`src/cots_pkg.sv`:
```
// constants, types and field layout of the complementary output timing and steering block
// What this block does
// RULE1 - shutdown-source bit 3 set: low logic cell two output forces shutdown
// RULE2 - shutdown-source bit 2 set: low comparator two output forces shutdown
// RULE3 - shutdown-source bit 1 set: low comparator one output forces shutdown
// RULE4 - shutdown-source bit 0 set: low selected input pin forces shutdown
// RULE5 - steering bits 7..4 hold static levels for outputs d, c, b, a
// RULE6 - steering bit set: output carries its waveform with its own polarity
// RULE7 - steering bit clear: output carries its static level
// RULE8 - rise dead-band select clear: primary delayed by rise count in clocks
// RULE9 - rise dead-band select set: rise count runs in delay-chain periods
// RULE10 - fall dead-band select clear: complementary delayed by fall count in clocks
// RULE11 - fall dead-band select set: fall count runs in delay-chain periods
// RULE12 - after a rising event, falling inputs ignored for rise blanking count
// RULE13 - after a falling event, rising inputs ignored for fall blanking count
// RULE14 - rising edge event postponed by rise phase count clocks
// RULE15 - count registers not reset, keep value, top two bits read zero
// RULE16 - shutdown enables and steering bits clear on every reset, upper bits zero
// RULE17 - falling edge event postponed by fall phase count clocks
// RULE18 - in shutdown each pair follows override: high, low, released, inactive level
// RULE19 - enabled sources are or-ed; shutdown state updates on next clock
package cots_pkg;
   localparam logic [7:0] OFS_SD_EN = 8'h00;
   localparam logic [7:0] OFS_CTRL = 8'h04;
   localparam logic [7:0] OFS_STEER = 8'h08;
   localparam logic [7:0] OFS_CNT0 = 8'h0c;
   localparam logic [7:0] OFS_CNT_STEP = 8'h04;
   localparam logic [7:0] OFS_IRQ_STS = 8'h24;
   localparam logic [7:0] OFS_IRQ_MASK = 8'h28;
   localparam logic [7:0] OFS_STATE = 8'h2c;
   localparam int CNT_W = 6;
   localparam int CNT_NUM = 6;
   localparam int CI_DBR = 0;
   localparam int CI_DBF = 1;
   localparam int CI_BLKR = 2;
   localparam int CI_BLKF = 3;
   localparam int CI_PHR = 4;
   localparam int CI_PHF = 5;
   localparam int SD_EN_W = 4;
   localparam int STR_LSB = 0;
   localparam int SDAT_LSB = 4;
   localparam int CTRL_W = 12;
   localparam int EV_W = 3;
   localparam int EV_SHUTDOWN = 0;
   localparam int EV_RISE = 1;
   localparam int EV_FALL = 2;
   localparam logic [SD_EN_W-1:0] SD_EN_RST = 4'h0;
   localparam logic [7:0] STEER_RST = 8'h00;
   localparam logic [CTRL_W-1:0] CTRL_RST = 12'h000;
   localparam logic [EV_W-1:0] EV_RST = 3'h0;
   localparam logic [1:0] OVR_HIGH = 2'h3;
   localparam logic [1:0] OVR_LOW = 2'h2;
   localparam logic [1:0] OVR_RELEASE = 2'h1;
   localparam logic [1:0] OVR_INACTIVE = 2'h0;
   typedef struct packed {
      logic [1:0] override_level_bd;
      logic [1:0] override_level_ac;
      logic fall_deadband_src_sel;
      logic rise_deadband_src_sel;
      logic [1:0] unused;
      logic [3:0] polarity;
   } cots_ctrl_type;
   typedef struct packed {
      logic oe;
      logic lvl;
   } cots_pin_type;
   typedef enum logic [1:0] {
      DB_IDLE = 2'h0,
      DB_RISE = 2'h1,
      DB_FALL = 2'h2
   } cots_db_type;
endpackage : cots_pkg

```
`src/cots_top.sv`:
```
// complementary output timing, steering and auto-shutdown block with apb registers
`timescale 1ns/1ns
module cots_top #(
   parameter int CNT_W = cots_pkg::CNT_W
) (
   input wire logic CLK_SYS,
   input wire logic NRST,
   input wire logic PSEL,
   input wire logic PENABLE,
   input wire logic PWRITE,
   input wire logic [7:0] PADDR,
   input wire logic [31:0] PWDATA,
   output logic [31:0] PRDATA,
   output logic PREADY,
   output logic PSLVERR,
   input wire logic RISE_EVENT,
   input wire logic FALL_EVENT,
   input wire logic DELAY_CHAIN_TICK,
   input wire logic LOGIC_CELL_TWO_OUT,
   input wire logic COMPARATOR_ONE_OUT,
   input wire logic COMPARATOR_TWO_OUT,
   input wire logic SELECTED_PIN_IN,
   output logic OUTPUT_A,
   output logic OUTPUT_B,
   output logic OUTPUT_C,
   output logic OUTPUT_D,
   output logic OUTPUT_A_OE,
   output logic OUTPUT_B_OE,
   output logic OUTPUT_C_OE,
   output logic OUTPUT_D_OE,
   output logic SHUTDOWN_ACTIVE,
   output logic IRQ
);

   if (CNT_W < 1 || CNT_W > 8) begin : g_bad_cnt_w
      $error("CNT_W must lie between 1 and 8");
   end

   // a count of one delay-chain element or one clock
   function automatic logic unit_tick(input logic chain_sel, input logic chain_tick);
      unit_tick = chain_sel ? chain_tick : 1'b1;
   endfunction : unit_tick

   // shutdown override first, then steering between waveform and static level
   function automatic cots_pkg::cots_pin_type pin_drive(
      input logic shut,
      input logic [1:0] ovr,
      input logic pol,
      input logic steer,
      input logic sdat,
      input logic wave
   );
      pin_drive.oe = 1'b1;
      pin_drive.lvl = 1'b0;
      if (shut) begin
         case (ovr)
            cots_pkg::OVR_HIGH: pin_drive.lvl = 1'b1; // RULE18
            cots_pkg::OVR_LOW: pin_drive.lvl = 1'b0; // RULE18
            cots_pkg::OVR_RELEASE: pin_drive.oe = 1'b0; // RULE18
            default: pin_drive.lvl = pol; // RULE18
         endcase
      end else if (steer) begin
         pin_drive.lvl = wave ^ pol; // RULE6
      end else begin
         pin_drive.lvl = sdat; // RULE7
      end
   endfunction : pin_drive

   // register file
   logic [cots_pkg::SD_EN_W-1:0] sd_en_r;
   logic [cots_pkg::SD_EN_W-1:0] sd_en_nxt;
   cots_pkg::cots_ctrl_type ctrl_r;
   cots_pkg::cots_ctrl_type ctrl_nxt;
   logic [7:0] steer_r;
   logic [7:0] steer_nxt;
   logic [CNT_W-1:0] cnt_r [cots_pkg::CNT_NUM];
   logic [CNT_W-1:0] cnt_nxt [cots_pkg::CNT_NUM];
   logic [cots_pkg::EV_W-1:0] sts_r;
   logic [cots_pkg::EV_W-1:0] sts_nxt;
   logic [cots_pkg::EV_W-1:0] mask_r;
   logic [cots_pkg::EV_W-1:0] mask_nxt;
   logic [cots_pkg::EV_W-1:0] ev;
   logic [cots_pkg::EV_W-1:0] clr;

   // bus answer
   logic pready_r;
   logic pready_nxt;
   logic pslverr_r;
   logic pslverr_nxt;
   logic [31:0] prdata_r;
   logic [31:0] prdata_nxt;
   logic [31:0] rd_val;
   logic hit;
   logic wr_fire;

   // timing engine
   logic sd_r;
   logic sd_nxt;
   logic [cots_pkg::SD_EN_W-1:0] src_low;
   logic [CNT_W-1:0] rblk_r;
   logic [CNT_W-1:0] rblk_nxt;
   logic [CNT_W-1:0] fblk_r;
   logic [CNT_W-1:0] fblk_nxt;
   logic [CNT_W-1:0] rph_r;
   logic [CNT_W-1:0] rph_nxt;
   logic [CNT_W-1:0] fph_r;
   logic [CNT_W-1:0] fph_nxt;
   logic [CNT_W-1:0] db_r;
   logic [CNT_W-1:0] db_nxt;
   cots_pkg::cots_db_type db_st_r;
   cots_pkg::cots_db_type db_st_nxt;
   logic prim_r;
   logic prim_nxt;
   logic comp_r;
   logic comp_nxt;
   logic rise_acc;
   logic fall_acc;
   logic rise_go;
   logic fall_go;
   logic db_tick;

   // pins
   cots_pkg::cots_pin_type pin_nxt [4];
   logic [3:0] out_r;
   logic [3:0] oe_r;
   logic [3:0] wave;
   logic irq_r;
   logic irq_nxt;

   // ---------------- apb slave, one wait state ----------------

   assign wr_fire = PSEL & PENABLE & pready_r & PWRITE & ~pslverr_r;

   always_comb begin
      hit = 1'b1;
      rd_val = 32'h0;
      case (PADDR)
         cots_pkg::OFS_SD_EN: rd_val[cots_pkg::SD_EN_W-1:0] = sd_en_r; // RULE16
         cots_pkg::OFS_CTRL: rd_val[cots_pkg::CTRL_W-1:0] = ctrl_r;
         cots_pkg::OFS_STEER: rd_val[7:0] = steer_r;
         cots_pkg::OFS_IRQ_STS: rd_val[cots_pkg::EV_W-1:0] = sts_r;
         cots_pkg::OFS_IRQ_MASK: rd_val[cots_pkg::EV_W-1:0] = mask_r;
         cots_pkg::OFS_STATE: rd_val[2:0] = {comp_r, prim_r, sd_r};
         default: hit = 1'b0;
      endcase
      for (int i = 0; i < cots_pkg::CNT_NUM; i++) begin
         if (PADDR == cots_pkg::OFS_CNT0 + 8'(i) * cots_pkg::OFS_CNT_STEP) begin
            hit = 1'b1;
            rd_val[CNT_W-1:0] = cnt_r[i]; // RULE15
         end
      end
   end

   always_comb begin
      pready_nxt = PSEL & PENABLE & ~pready_r;
      pslverr_nxt = pready_nxt & ~hit;
      prdata_nxt = (pready_nxt & ~PWRITE) ? rd_val : 32'h0;
   end

   always_ff @(posedge CLK_SYS or negedge NRST) begin
      if (!NRST) begin
         pready_r <= 1'b0;
         pslverr_r <= 1'b0;
         prdata_r <= 32'h0;
      end else begin
         pready_r <= pready_nxt;
         pslverr_r <= pslverr_nxt;
         prdata_r <= prdata_nxt;
      end
   end

   // ---------------- registers ----------------

   always_comb begin
      sd_en_nxt = sd_en_r;
      ctrl_nxt = ctrl_r;
      steer_nxt = steer_r;
      mask_nxt = mask_r;
      clr = '0;
      for (int i = 0; i < cots_pkg::CNT_NUM; i++) begin
         cnt_nxt[i] = cnt_r[i];
      end
      if (wr_fire) begin
         case (PADDR)
            cots_pkg::OFS_SD_EN: sd_en_nxt = PWDATA[cots_pkg::SD_EN_W-1:0];
            cots_pkg::OFS_CTRL: ctrl_nxt = PWDATA[cots_pkg::CTRL_W-1:0];
            cots_pkg::OFS_STEER: steer_nxt = PWDATA[7:0]; // RULE5
            cots_pkg::OFS_IRQ_STS: clr = PWDATA[cots_pkg::EV_W-1:0];
            cots_pkg::OFS_IRQ_MASK: mask_nxt = PWDATA[cots_pkg::EV_W-1:0];
            default: clr = '0;
         endcase
         for (int i = 0; i < cots_pkg::CNT_NUM; i++) begin
            if (PADDR == cots_pkg::OFS_CNT0 + 8'(i) * cots_pkg::OFS_CNT_STEP) begin
               cnt_nxt[i] = PWDATA[CNT_W-1:0]; // RULE15
            end
         end
      end
      ctrl_nxt.unused = 2'h0;
      // a new event beats a clear written in the same cycle
      sts_nxt = (sts_r & ~clr) | ev;
      irq_nxt = |(sts_nxt & mask_nxt);
   end

   always_ff @(posedge CLK_SYS or negedge NRST) begin
      if (!NRST) begin
         sd_en_r <= cots_pkg::SD_EN_RST; // RULE16
         ctrl_r <= cots_pkg::CTRL_RST;
         steer_r <= cots_pkg::STEER_RST; // RULE16
         sts_r <= cots_pkg::EV_RST;
         mask_r <= cots_pkg::EV_RST;
         irq_r <= 1'b0;
      end else begin
         sd_en_r <= sd_en_nxt;
         ctrl_r <= ctrl_nxt;
         steer_r <= steer_nxt;
         sts_r <= sts_nxt;
         mask_r <= mask_nxt;
         irq_r <= irq_nxt;
      end
   end

   // counts keep their contents through reset, so no reset branch here
   always_ff @(posedge CLK_SYS) begin
      for (int i = 0; i < cots_pkg::CNT_NUM; i++) begin
         cnt_r[i] <= cnt_nxt[i]; // RULE15
      end
   end

   // ---------------- shutdown, blanking, phase and dead-band ----------------

   assign src_low = ~{LOGIC_CELL_TWO_OUT, COMPARATOR_TWO_OUT, COMPARATOR_ONE_OUT,
                      SELECTED_PIN_IN};

   always_comb begin
      // RULE1 RULE2 RULE3 RULE4 RULE19
      sd_nxt = |(sd_en_r & src_low);
      // a blanked input is dropped, not deferred
      rise_acc = RISE_EVENT & (fblk_r == '0) & ~sd_r; // RULE13
      fall_acc = FALL_EVENT & (rblk_r == '0) & ~sd_r & ~rise_acc; // RULE12
      rblk_nxt = (rblk_r != '0) ? rblk_r - 1'b1 : rblk_r;
      fblk_nxt = (fblk_r != '0) ? fblk_r - 1'b1 : fblk_r;
      if (rise_acc) begin
         rblk_nxt = cnt_r[cots_pkg::CI_BLKR]; // RULE12
      end
      if (fall_acc) begin
         fblk_nxt = cnt_r[cots_pkg::CI_BLKF]; // RULE13
      end

      rise_go = 1'b0;
      fall_go = 1'b0;
      rph_nxt = rph_r;
      fph_nxt = fph_r;
      if (rph_r != '0) begin
         rph_nxt = rph_r - 1'b1;
         rise_go = (rph_r == CNT_W'(1)); // RULE14
      end
      if (fph_r != '0) begin
         fph_nxt = fph_r - 1'b1;
         fall_go = (fph_r == CNT_W'(1)); // RULE17
      end
      if (rise_acc) begin
         rph_nxt = cnt_r[cots_pkg::CI_PHR]; // RULE14
         rise_go = (cnt_r[cots_pkg::CI_PHR] == '0);
      end
      if (fall_acc) begin
         fph_nxt = cnt_r[cots_pkg::CI_PHF]; // RULE17
         fall_go = (cnt_r[cots_pkg::CI_PHF] == '0);
      end

      // RULE8 RULE9 RULE10 RULE11
      db_tick = (db_st_r == cots_pkg::DB_RISE) ?
                unit_tick(ctrl_r.rise_deadband_src_sel, DELAY_CHAIN_TICK) :
                unit_tick(ctrl_r.fall_deadband_src_sel, DELAY_CHAIN_TICK);
      prim_nxt = prim_r;
      comp_nxt = comp_r;
      db_nxt = db_r;
      db_st_nxt = db_st_r;
      if (rise_go) begin
         comp_nxt = 1'b0;
         if (cnt_r[cots_pkg::CI_DBR] == '0) begin
            prim_nxt = 1'b1;
            db_st_nxt = cots_pkg::DB_IDLE;
            db_nxt = '0;
         end else begin
            db_nxt = cnt_r[cots_pkg::CI_DBR]; // RULE8
            db_st_nxt = cots_pkg::DB_RISE;
         end
      end else if (fall_go) begin
         prim_nxt = 1'b0;
         if (cnt_r[cots_pkg::CI_DBF] == '0) begin
            comp_nxt = 1'b1;
            db_st_nxt = cots_pkg::DB_IDLE;
            db_nxt = '0;
         end else begin
            db_nxt = cnt_r[cots_pkg::CI_DBF]; // RULE10
            db_st_nxt = cots_pkg::DB_FALL;
         end
      end else if (db_st_r != cots_pkg::DB_IDLE && db_tick) begin
         db_nxt = db_r - 1'b1;
         if (db_r == CNT_W'(1)) begin
            db_st_nxt = cots_pkg::DB_IDLE;
            case (db_st_r)
               cots_pkg::DB_RISE: prim_nxt = 1'b1; // RULE8 RULE9
               cots_pkg::DB_FALL: comp_nxt = 1'b1; // RULE10 RULE11
               default: db_st_nxt = cots_pkg::DB_IDLE;
            endcase
         end
      end

      // shutdown drops the waveform to inactive and forgets pending edges
      if (sd_r) begin
         prim_nxt = 1'b0;
         comp_nxt = 1'b0;
         db_nxt = '0;
         db_st_nxt = cots_pkg::DB_IDLE;
         rph_nxt = '0;
         fph_nxt = '0;
      end

      ev = '0;
      ev[cots_pkg::EV_SHUTDOWN] = sd_nxt & ~sd_r;
      ev[cots_pkg::EV_RISE] = rise_acc;
      ev[cots_pkg::EV_FALL] = fall_acc;
   end

   always_ff @(posedge CLK_SYS or negedge NRST) begin
      if (!NRST) begin
         sd_r <= 1'b0;
         rblk_r <= '0;
         fblk_r <= '0;
         rph_r <= '0;
         fph_r <= '0;
         db_r <= '0;
         db_st_r <= cots_pkg::DB_IDLE;
         prim_r <= 1'b0;
         comp_r <= 1'b0;
      end else begin
         sd_r <= sd_nxt; // RULE19
         rblk_r <= rblk_nxt;
         fblk_r <= fblk_nxt;
         rph_r <= rph_nxt;
         fph_r <= fph_nxt;
         db_r <= db_nxt;
         db_st_r <= db_st_nxt;
         prim_r <= prim_nxt;
         comp_r <= comp_nxt;
      end
   end

   // ---------------- output pins ----------------

   // a and c carry the primary, b and d the complementary waveform
   assign wave = {comp_r, prim_r, comp_r, prim_r};

   always_comb begin
      for (int i = 0; i < 4; i++) begin
         pin_nxt[i] = pin_drive(sd_r,
                                (i % 2 == 0) ? ctrl_r.override_level_ac :
                                               ctrl_r.override_level_bd,
                                ctrl_r.polarity[i],
                                steer_r[cots_pkg::STR_LSB + i],
                                steer_r[cots_pkg::SDAT_LSB + i],
                                wave[i]);
      end
   end

   always_ff @(posedge CLK_SYS or negedge NRST) begin
      if (!NRST) begin
         out_r <= 4'h0;
         oe_r <= 4'h0;
      end else begin
         for (int i = 0; i < 4; i++) begin
            out_r[i] <= pin_nxt[i].lvl;
            oe_r[i] <= pin_nxt[i].oe;
         end
      end
   end

   assign OUTPUT_A = out_r[0];
   assign OUTPUT_B = out_r[1];
   assign OUTPUT_C = out_r[2];
   assign OUTPUT_D = out_r[3];
   assign OUTPUT_A_OE = oe_r[0];
   assign OUTPUT_B_OE = oe_r[1];
   assign OUTPUT_C_OE = oe_r[2];
   assign OUTPUT_D_OE = oe_r[3];
   assign SHUTDOWN_ACTIVE = sd_r;
   assign IRQ = irq_r;
   assign PREADY = pready_r;
   assign PSLVERR = pslverr_r;
   assign PRDATA = prdata_r;

endmodule : cots_top

```
`config.mk`:
```
export PLATFORM = sky130hd
export DESIGN_NAME = cots_top
export DESIGN_NICKNAME = d
export VERILOG_FILES = /design/src/cots_pkg.sv /design/src/cots_top.sv
export SDC_FILE = /design/constraint.sdc
export NUM_CORES = 1
export LEC_CHECK = 0
export BUFFER_PORTS_ARGS = -buffer_cell sky130_fd_sc_hd__buf_4
export CAP_MARGIN = 20
export CORE_AREA = 5 5 111 113
export DETAILED_ROUTE_END_ITERATION = 8
export DIE_AREA = 0 0 116 118
export PLACE_DENSITY = 0.88
export SYNTH_ARGS = -nofsm -noshare
export SYNTH_HDL_FRONTEND = slang
export SYNTH_SLANG_ARGS = --single-unit
```
`constraint.sdc`:
```
create_clock -name CLK_SYS -period 2.8 [get_ports CLK_SYS]
set_input_delay 0.84 -clock CLK_SYS [delete_from_list [all_inputs] [get_ports CLK_SYS]]
set_output_delay 0.84 -clock CLK_SYS [all_outputs]
set_load 0.01 [all_outputs]
```
==> results of run 1 <==
==> flip-flops by register name, indices dropped and copies added, names as in the netlist, 6 cells and up <==
signal	cells
fblk_r	6
db_r	6
fph_r	6
rblk_r	6
rph_r	6
steer_r	8
ctrl_r	10
cnt_r	36
PRDATA	12
==> routing by layer <==
layer | routed length, microns | vias to the layer above | share of wire | GRT usage
met5 | 0 | - | 0 | 0
met4 | 581 | 0 | 0.036 | 0.1109
met1 | 6580 | 2437 | 0.40 | 0.3322
li1 | - | 2301 | - | -
met2 | 7817 | 257 | 0.48 | 0.3755
met3 | 1273 | 53 | 0.078 | 0.05604
==> per-stage QoR <==
step | power (mW) | setup slack, ns | hold WS, ns
after floorplan | 2.361 | 0.1318 | 0.4457
final | 4.884 | 0.1659 | 0.4255
after global routing | 5.067 | 0.06204 | 0.4597
after global placement | 2.518 | 0.1429 | 0.4783
after CTS | 4.885 | 0.2087 | 0.4350
after detailed placement | 2.546 | 0.06031 | 0.4781
==> final timing paths <==
| path | endpoint | slack, ns | cells past startpoint |
|---|---|---|---|
| worst max-delay path | db_r[0] | 0.17 | 8 |
| worst min-delay path | fph_r[0] | 0.43 | 1 |
| worst max register to register | db_r[0] | 0.17 | 8 |
| worst min register to register | PREADY | 0.50 | 1 |
| max in group asynchronous | ctrl_r[7] | 1.76 | 2 |
| min in group CLK_SYS | PREADY | 0.50 | 1 |
==> critical path: stages, from the launching register on <==
cell	delay, ns
dfrtp_1	0.37
inv_1	0.08
ha_1	0.24
or4b_2	0.69
nand3b_1	0.23
mux2i_4	0.34
nand2_1	0.14
a31oi_1	0.21
a2bb2oi_1	0.23
==> cells by family (layout without fill, tap and decap cells) <==
family	Yosys count	after routing
flip-flops	120	120
adder cells (fa/ha/maj)	10	10
XOR/XNOR	22	22
other	1	20
AO/OA/AOI/OAI	130	130
buffers and inverters	64	141
multiplexers	38	38
AND/OR/NAND/NOR	215	215
==> where the power goes <==
group	switching (mW)	internal, mW
logic	0.368	0.265
registers	0.0449	1.85
clock network	0.781	1.57
total	1.19	3.69
==> layout by cell type, fill, tap and decap left out, types with 4 or more instances in the layout <==
cell type	n
clkinvlp_4	4
o21ai_0	19
inv_1	21
dfrtp_1	84
buf_4	87
nand3b_1	4
or3_1	6
conb_1	20
xor2_1	7
nand3_1	7
a31oi_1	4
xnor2_1	15
mux2_2	27
a211oi_1	11
ha_1	10
o31ai_1	7
nand2_1	57
edfxtp_1	36
a221oi_1	4
nor3b_1	5
a21oi_1	42
and2_1	10
a22oi_1	10
nor4_1	8
nor2b_1	5
o211ai_1	4
nor3_1	20
bufinv_16	5
mux2i_1	9
nand4_1	6
clkbuf_16	17
nor2_1	62
==> final cells by class <==
cell class,instances,area (sq um)
tap,143,178.9
inverter,21,78.83
multi-input combinational,435,2790
fill,811,3685
sequential,120,3183
clock inverter,13,201.4
timing repair buffer,88,673.1
clock buffer,19,432.9
==> qor.yml, run 1 <==
sta:
  rsz0062_at_grt: "false"
  timing.final.hold_violations: 0
  relSlewSlack: 0.4664
  fmax_ghz: 0.3796
  fin_crit_sh: 0.9408
  period_minus_slack_ns: 2.634
  slew_violations: 0
  setup_viol: 0
  fin_setup_tns_ns: 0
  worst_pin_slew_ns: 0.7943
  fin_worst_skew_ns: 0.006004
layout:
  antenna_cells: 0
  final_nets: 745
  layout-drive-gt1-share: 0.2284
  final_cells: 839
  fin_util: 0.6717
  postLayoutCellArea_sq_mm: 0.007538
  synthToLayoutAreaGrowth_pct: 20.91
floorplanning:
  die-area_sq_mm: 0.01369
  initial_core_util: 0.5555
  io_pins: 96
  die_h_microns: 118
  rows: 39
  die-width_microns: 116
  core_sq_mm: 0.01122
drt:
  drc: 0
  wirelength_microns: 16250
  drt_iter0_drc: 610
  routed-via-count: 5048
  ant_nets: 0
  post_drt_wl_per_cell_microns: 19.37
  vias_per_cell: 6.017
  firstDrtPassIters: 5
clock_tree:
  cts_setup_buffers: 0
  cts_made_buffers: 17
  root_buffer: "clkbuf_16"
  cts_tree: "built"
  cts_resized: 0
  clock_sinks: 120
  clkLatencyLatePin_ns: 0.41
  clk_pin_slew_ns: 0.06
  max-clock-path-buffers: 2
  cts_htree_levels: 4
  cts_hold_buf: 0
power_and_ir_drop:
  p_leak_nw: 3.182
  irDropWorstVdd_v: 0.0003492
  power_density_mw_per_mm2: 647.9
yosys:
  yosysWarnings: 0
  post_synth_xor_area_fraction: 0.03091
  ys.flop_type: "dfrtp_1"
  synth_cell_types: 68
  synth-seq-area-share: 0.5105
  postSynthAreaPerCell_sq_um: 10.39
  synth_compound_area_frac: 0.1383
  syn_area_sq_mm: 0.006235
  synth_adder_area_share: 0.02007
  synth_top_family_by_area: "simple AND/OR/NAND/NOR gates"
  synth_mux_area_frac: 0.07044
  ys_seq_elements: 120
  synth_area_leader_cell: "dfrtp_1"
  synth_commonest_cells: "dfrtp_1, nor2_1, nand2_1"
  synth-simple-area-share: 0.1750
  synth_edf_count: 36
  yosys.area.top_type_share: 0.3371
  synthArstFlopShare: 0.7000
  syn_inst: 600
  yosysMostFrequentCell: "dfrtp_1"
  ys_top_cells_by_area: "dfrtp_1, edfxtp_1, mux2_2, nor2_1, nand2_1"
place:
  port_buffers: 55
  post_dp_cell_area_sq_mm: 0.006904
  dp_hpwl_microns: 11500
  dpl.cell_count: 807
  gp_congestion: 0.9917
grt:
  antenna_found_initial: 0
  grt_max_degree: 44
  grt_pass1_wl_microns: 26120
  grt_pass1_vias: 5055
  grt_overflow: 0
  grtUsageTotal: 0.2457
worst_setup_path:
  path_class: "flip-flop to flip-flop"
  rr_startpoint: "rph_r[0]"
  crit_path_end_kind: "flip-flop"
  cp.arrival_ns: 2.95
  required_ns: 3.12
  crit_fanout: 9
  start_kind: "flip-flop"
  critPathLaunch: "rph_r[0]"
min_path:
  min_path_type: "input pin to async pin"
flow_run:
  maxCapViolations: 0
status:
  status: "finished, final reports clean"
Note: power is estimated with default switching activity, not from simulation.
==> run 2, diff against run 1 <==
- CORE_AREA: 5 5 111 113 -> 2 2 108 110
- DIE_AREA: 0 0 116 118 -> 0 0 110 112
==> run 2 against run 1 <==
Final area is 1.5% lower; clock skew is 0.0024 ns higher; via count is 4.3% higher; combinational power is 0.6% lower; critical endpoint is now db_r[3]; fmax is 2.8% higher; global-route usage is 3.4 points higher.
==> qor.yml, run 2 (synthesized netlist as in run 1, its figures left out) <==
status:
  status: "finished, final reports clean"
layout:
  regMostFlops: "cnt_r"
  postLayoutCellArea_sq_mm: 0.007422
  largest_reg_flops: 36
  layout-drive-gt1-share: 0.2258
  synthToLayoutAreaGrowth_pct: 19.04
  final_common_cell: "dfrtp_1"
  final_nets: 740
  antenna_cells: 0
  final_cell_mix: "dfrtp_1, buf_4, nor2_1, nand2_1, a21oi_1"
  fin_util: 0.6642
floorplanning:
  initial_core_util: 0.5579
  die-width_microns: 110
  rows: 39
  io_pins: 96
  die-area_sq_mm: 0.01232
  core_sq_mm: 0.01117
  die_h_microns: 112
sta:
  hold_ws_ns: 0.4279
  timing.final.hold_violations: 0
  relSlewSlack: 0.4356
  rsz0062_at_grt: "false"
  worst_pin_slew_ns: 0.8447
  fin_crit_sh: 0.9147
  fin_setup_tns_ns: 0
  slew_violations: 0
  fmax_ghz: 0.3904
  setup_viol: 0
  fin_worst_skew_ns: 0.008443
  period_minus_slack_ns: 2.561
clock_tree:
  cts_tree: "built"
  cts_setup_buffers: 0
  max-clock-path-buffers: 2
  root_buffer: "clkbuf_16"
  clock_sinks: 120
  cts_resized: 0
  clkLatencyLatePin_ns: 0.42
  cts_htree_levels: 4
  cts_made_buffers: 17
  cts_hold_buf: 0
  clk_pin_slew_ns: 0.05
drt:
  ant_nets: 0
  wirelength_microns: 16230
  drt_iter0_drc: 627
  firstDrtPassIters: 5
  post_drt_wl_per_cell_microns: 19.46
  drc: 0
  vias_per_cell: 6.311
  routed-via-count: 5263
power_and_ir_drop:
  intPower_mw: 3.381
  irDropWorstVdd_v: 0.0004858
  fin_total_pwr_mw: 4.536
  p_leak_nw: 3.140
  pwr-share-comb: 0.139
  pwr-share-clk: 0.442
  power_density_mw_per_mm2: 611.1
  swShare: 0.2546
  seqPwrFrac: 0.419
  switchingPower_mw: 1.155
place:
  gp_congestion: 0.9918
  dp_hpwl_microns: 11360
  port_buffers: 55
  post_dp_cell_area_sq_mm: 0.006867
grt:
  grt_max_degree: 44
  antenna_found_initial: 0
  grtUsageTotal: 0.2796
  grt_overflow: 0
  grt_pass1_vias: 5275
  grt_pass1_wl_microns: 26370
worst_setup_path:
  cpPeakStageDelay_ns: 0.70
  path_class: "flip-flop to flip-flop"
  cp.arrival_ns: 2.86
  crit_chain: "inv_1, ha_1, or4b_2, nor3_1, a21oi_1, nand2_1, buf_4, a311oi_1, o211a_1"
  cp_slowest_cell: "or4b_2"
  start_kind: "flip-flop"
  required_ns: 3.09
  crit_path_end_kind: "flip-flop"
  crit_fanout: 5
min_path:
  min_path_type: "input pin to async pin"
flow_run:
  maxCapViolations: 0
-- run 2: cell count changes in the layout (fill, tap and decap cells not counted) --
cell        delta
buf_4          -5
clkinv_1       -2
inv_6          -1
bufinv_16      -5
clkinv_2       +6
clkbuf_8       +4
clkinvlp_4     -3
clkbuf_16      +1
-- run 2: cell type report --
class | instances | area [sq um]
Clock buffer | 24 | 513.0
Clock inverter | 8 | 42.54
Fill cell | 736 | 3752
Inverter | 21 | 78.83
Multi-Input combinational cell | 435 | 2790
Sequential cell | 120 | 3183
Tap cell | 143 | 178.9
Timing Repair Buffer | 83 | 635.6
-- run 2: per-stage QoR --
| step | std cells | setup WS, ns |
|---|---|---|
| 3_5_place_dp | 802 | 0.05424 |
| 5_1_grt | 834 | 0.09024 |
| 4_1_cts | 834 | 0.2728 |
| 6_report | 834 | 0.2387 |
| 2_1_floorplan | 619 | 0.1318 |
| 3_3_place_gp | 802 | 0.1465 |
-- run 2: per-layer routing --
layer | global-route usage | share of wire | routed length, microns | vias to the layer above
met4 | 0.1097 | 0.031 | 508 | 0
met5 | 0 | 0 | 0 | -
met3 | 0.06265 | 0.093 | 1508 | 57
met1 | 0.3627 | 0.38 | 6152 | 2569
met2 | 0.4540 | 0.50 | 8057 | 339
li1 | - | - | - | 2298
-- run 2: path summary, 6_finish.rpt --
path,start,endpoint,slack (ns),cells past startpoint
setup reg to reg,rph_r[0],db_r[3],0.24,9
hold reg to reg,cnt_r[3][2],fblk_r[2],0.51,2
max in group asynchronous,NRST,out_r[3],1.74,2
setup / recovery,rph_r[0],db_r[3],0.24,9
hold / removal,NRST,fph_r[3],0.43,1
min in group CLK_SYS,cnt_r[3][2],fblk_r[2],0.51,2
-- run 2: worst max-delay path, delay by kind of cell (launching register included) --
family / cells / cell delay [ns]
AOI/OAI and AO/OA: 3 / 0.50
adders and majority gates: 1 / 0.24
DFF: 1 / 0.37
buffers and inverters: 2 / 0.22
and+or+nand+nor: 3 / 1.10
-- run 2: power groups by stage --
stage,logic [mW],registers (mW),clock network [mW]
floorplan,0.439,1.92,0
global placement,0.577,1.93,0
detailed placement,0.617,1.93,0
CTS,0.625,1.90,2.01
global route,0.700,1.91,2.10
finish,0.629,1.90,2.01
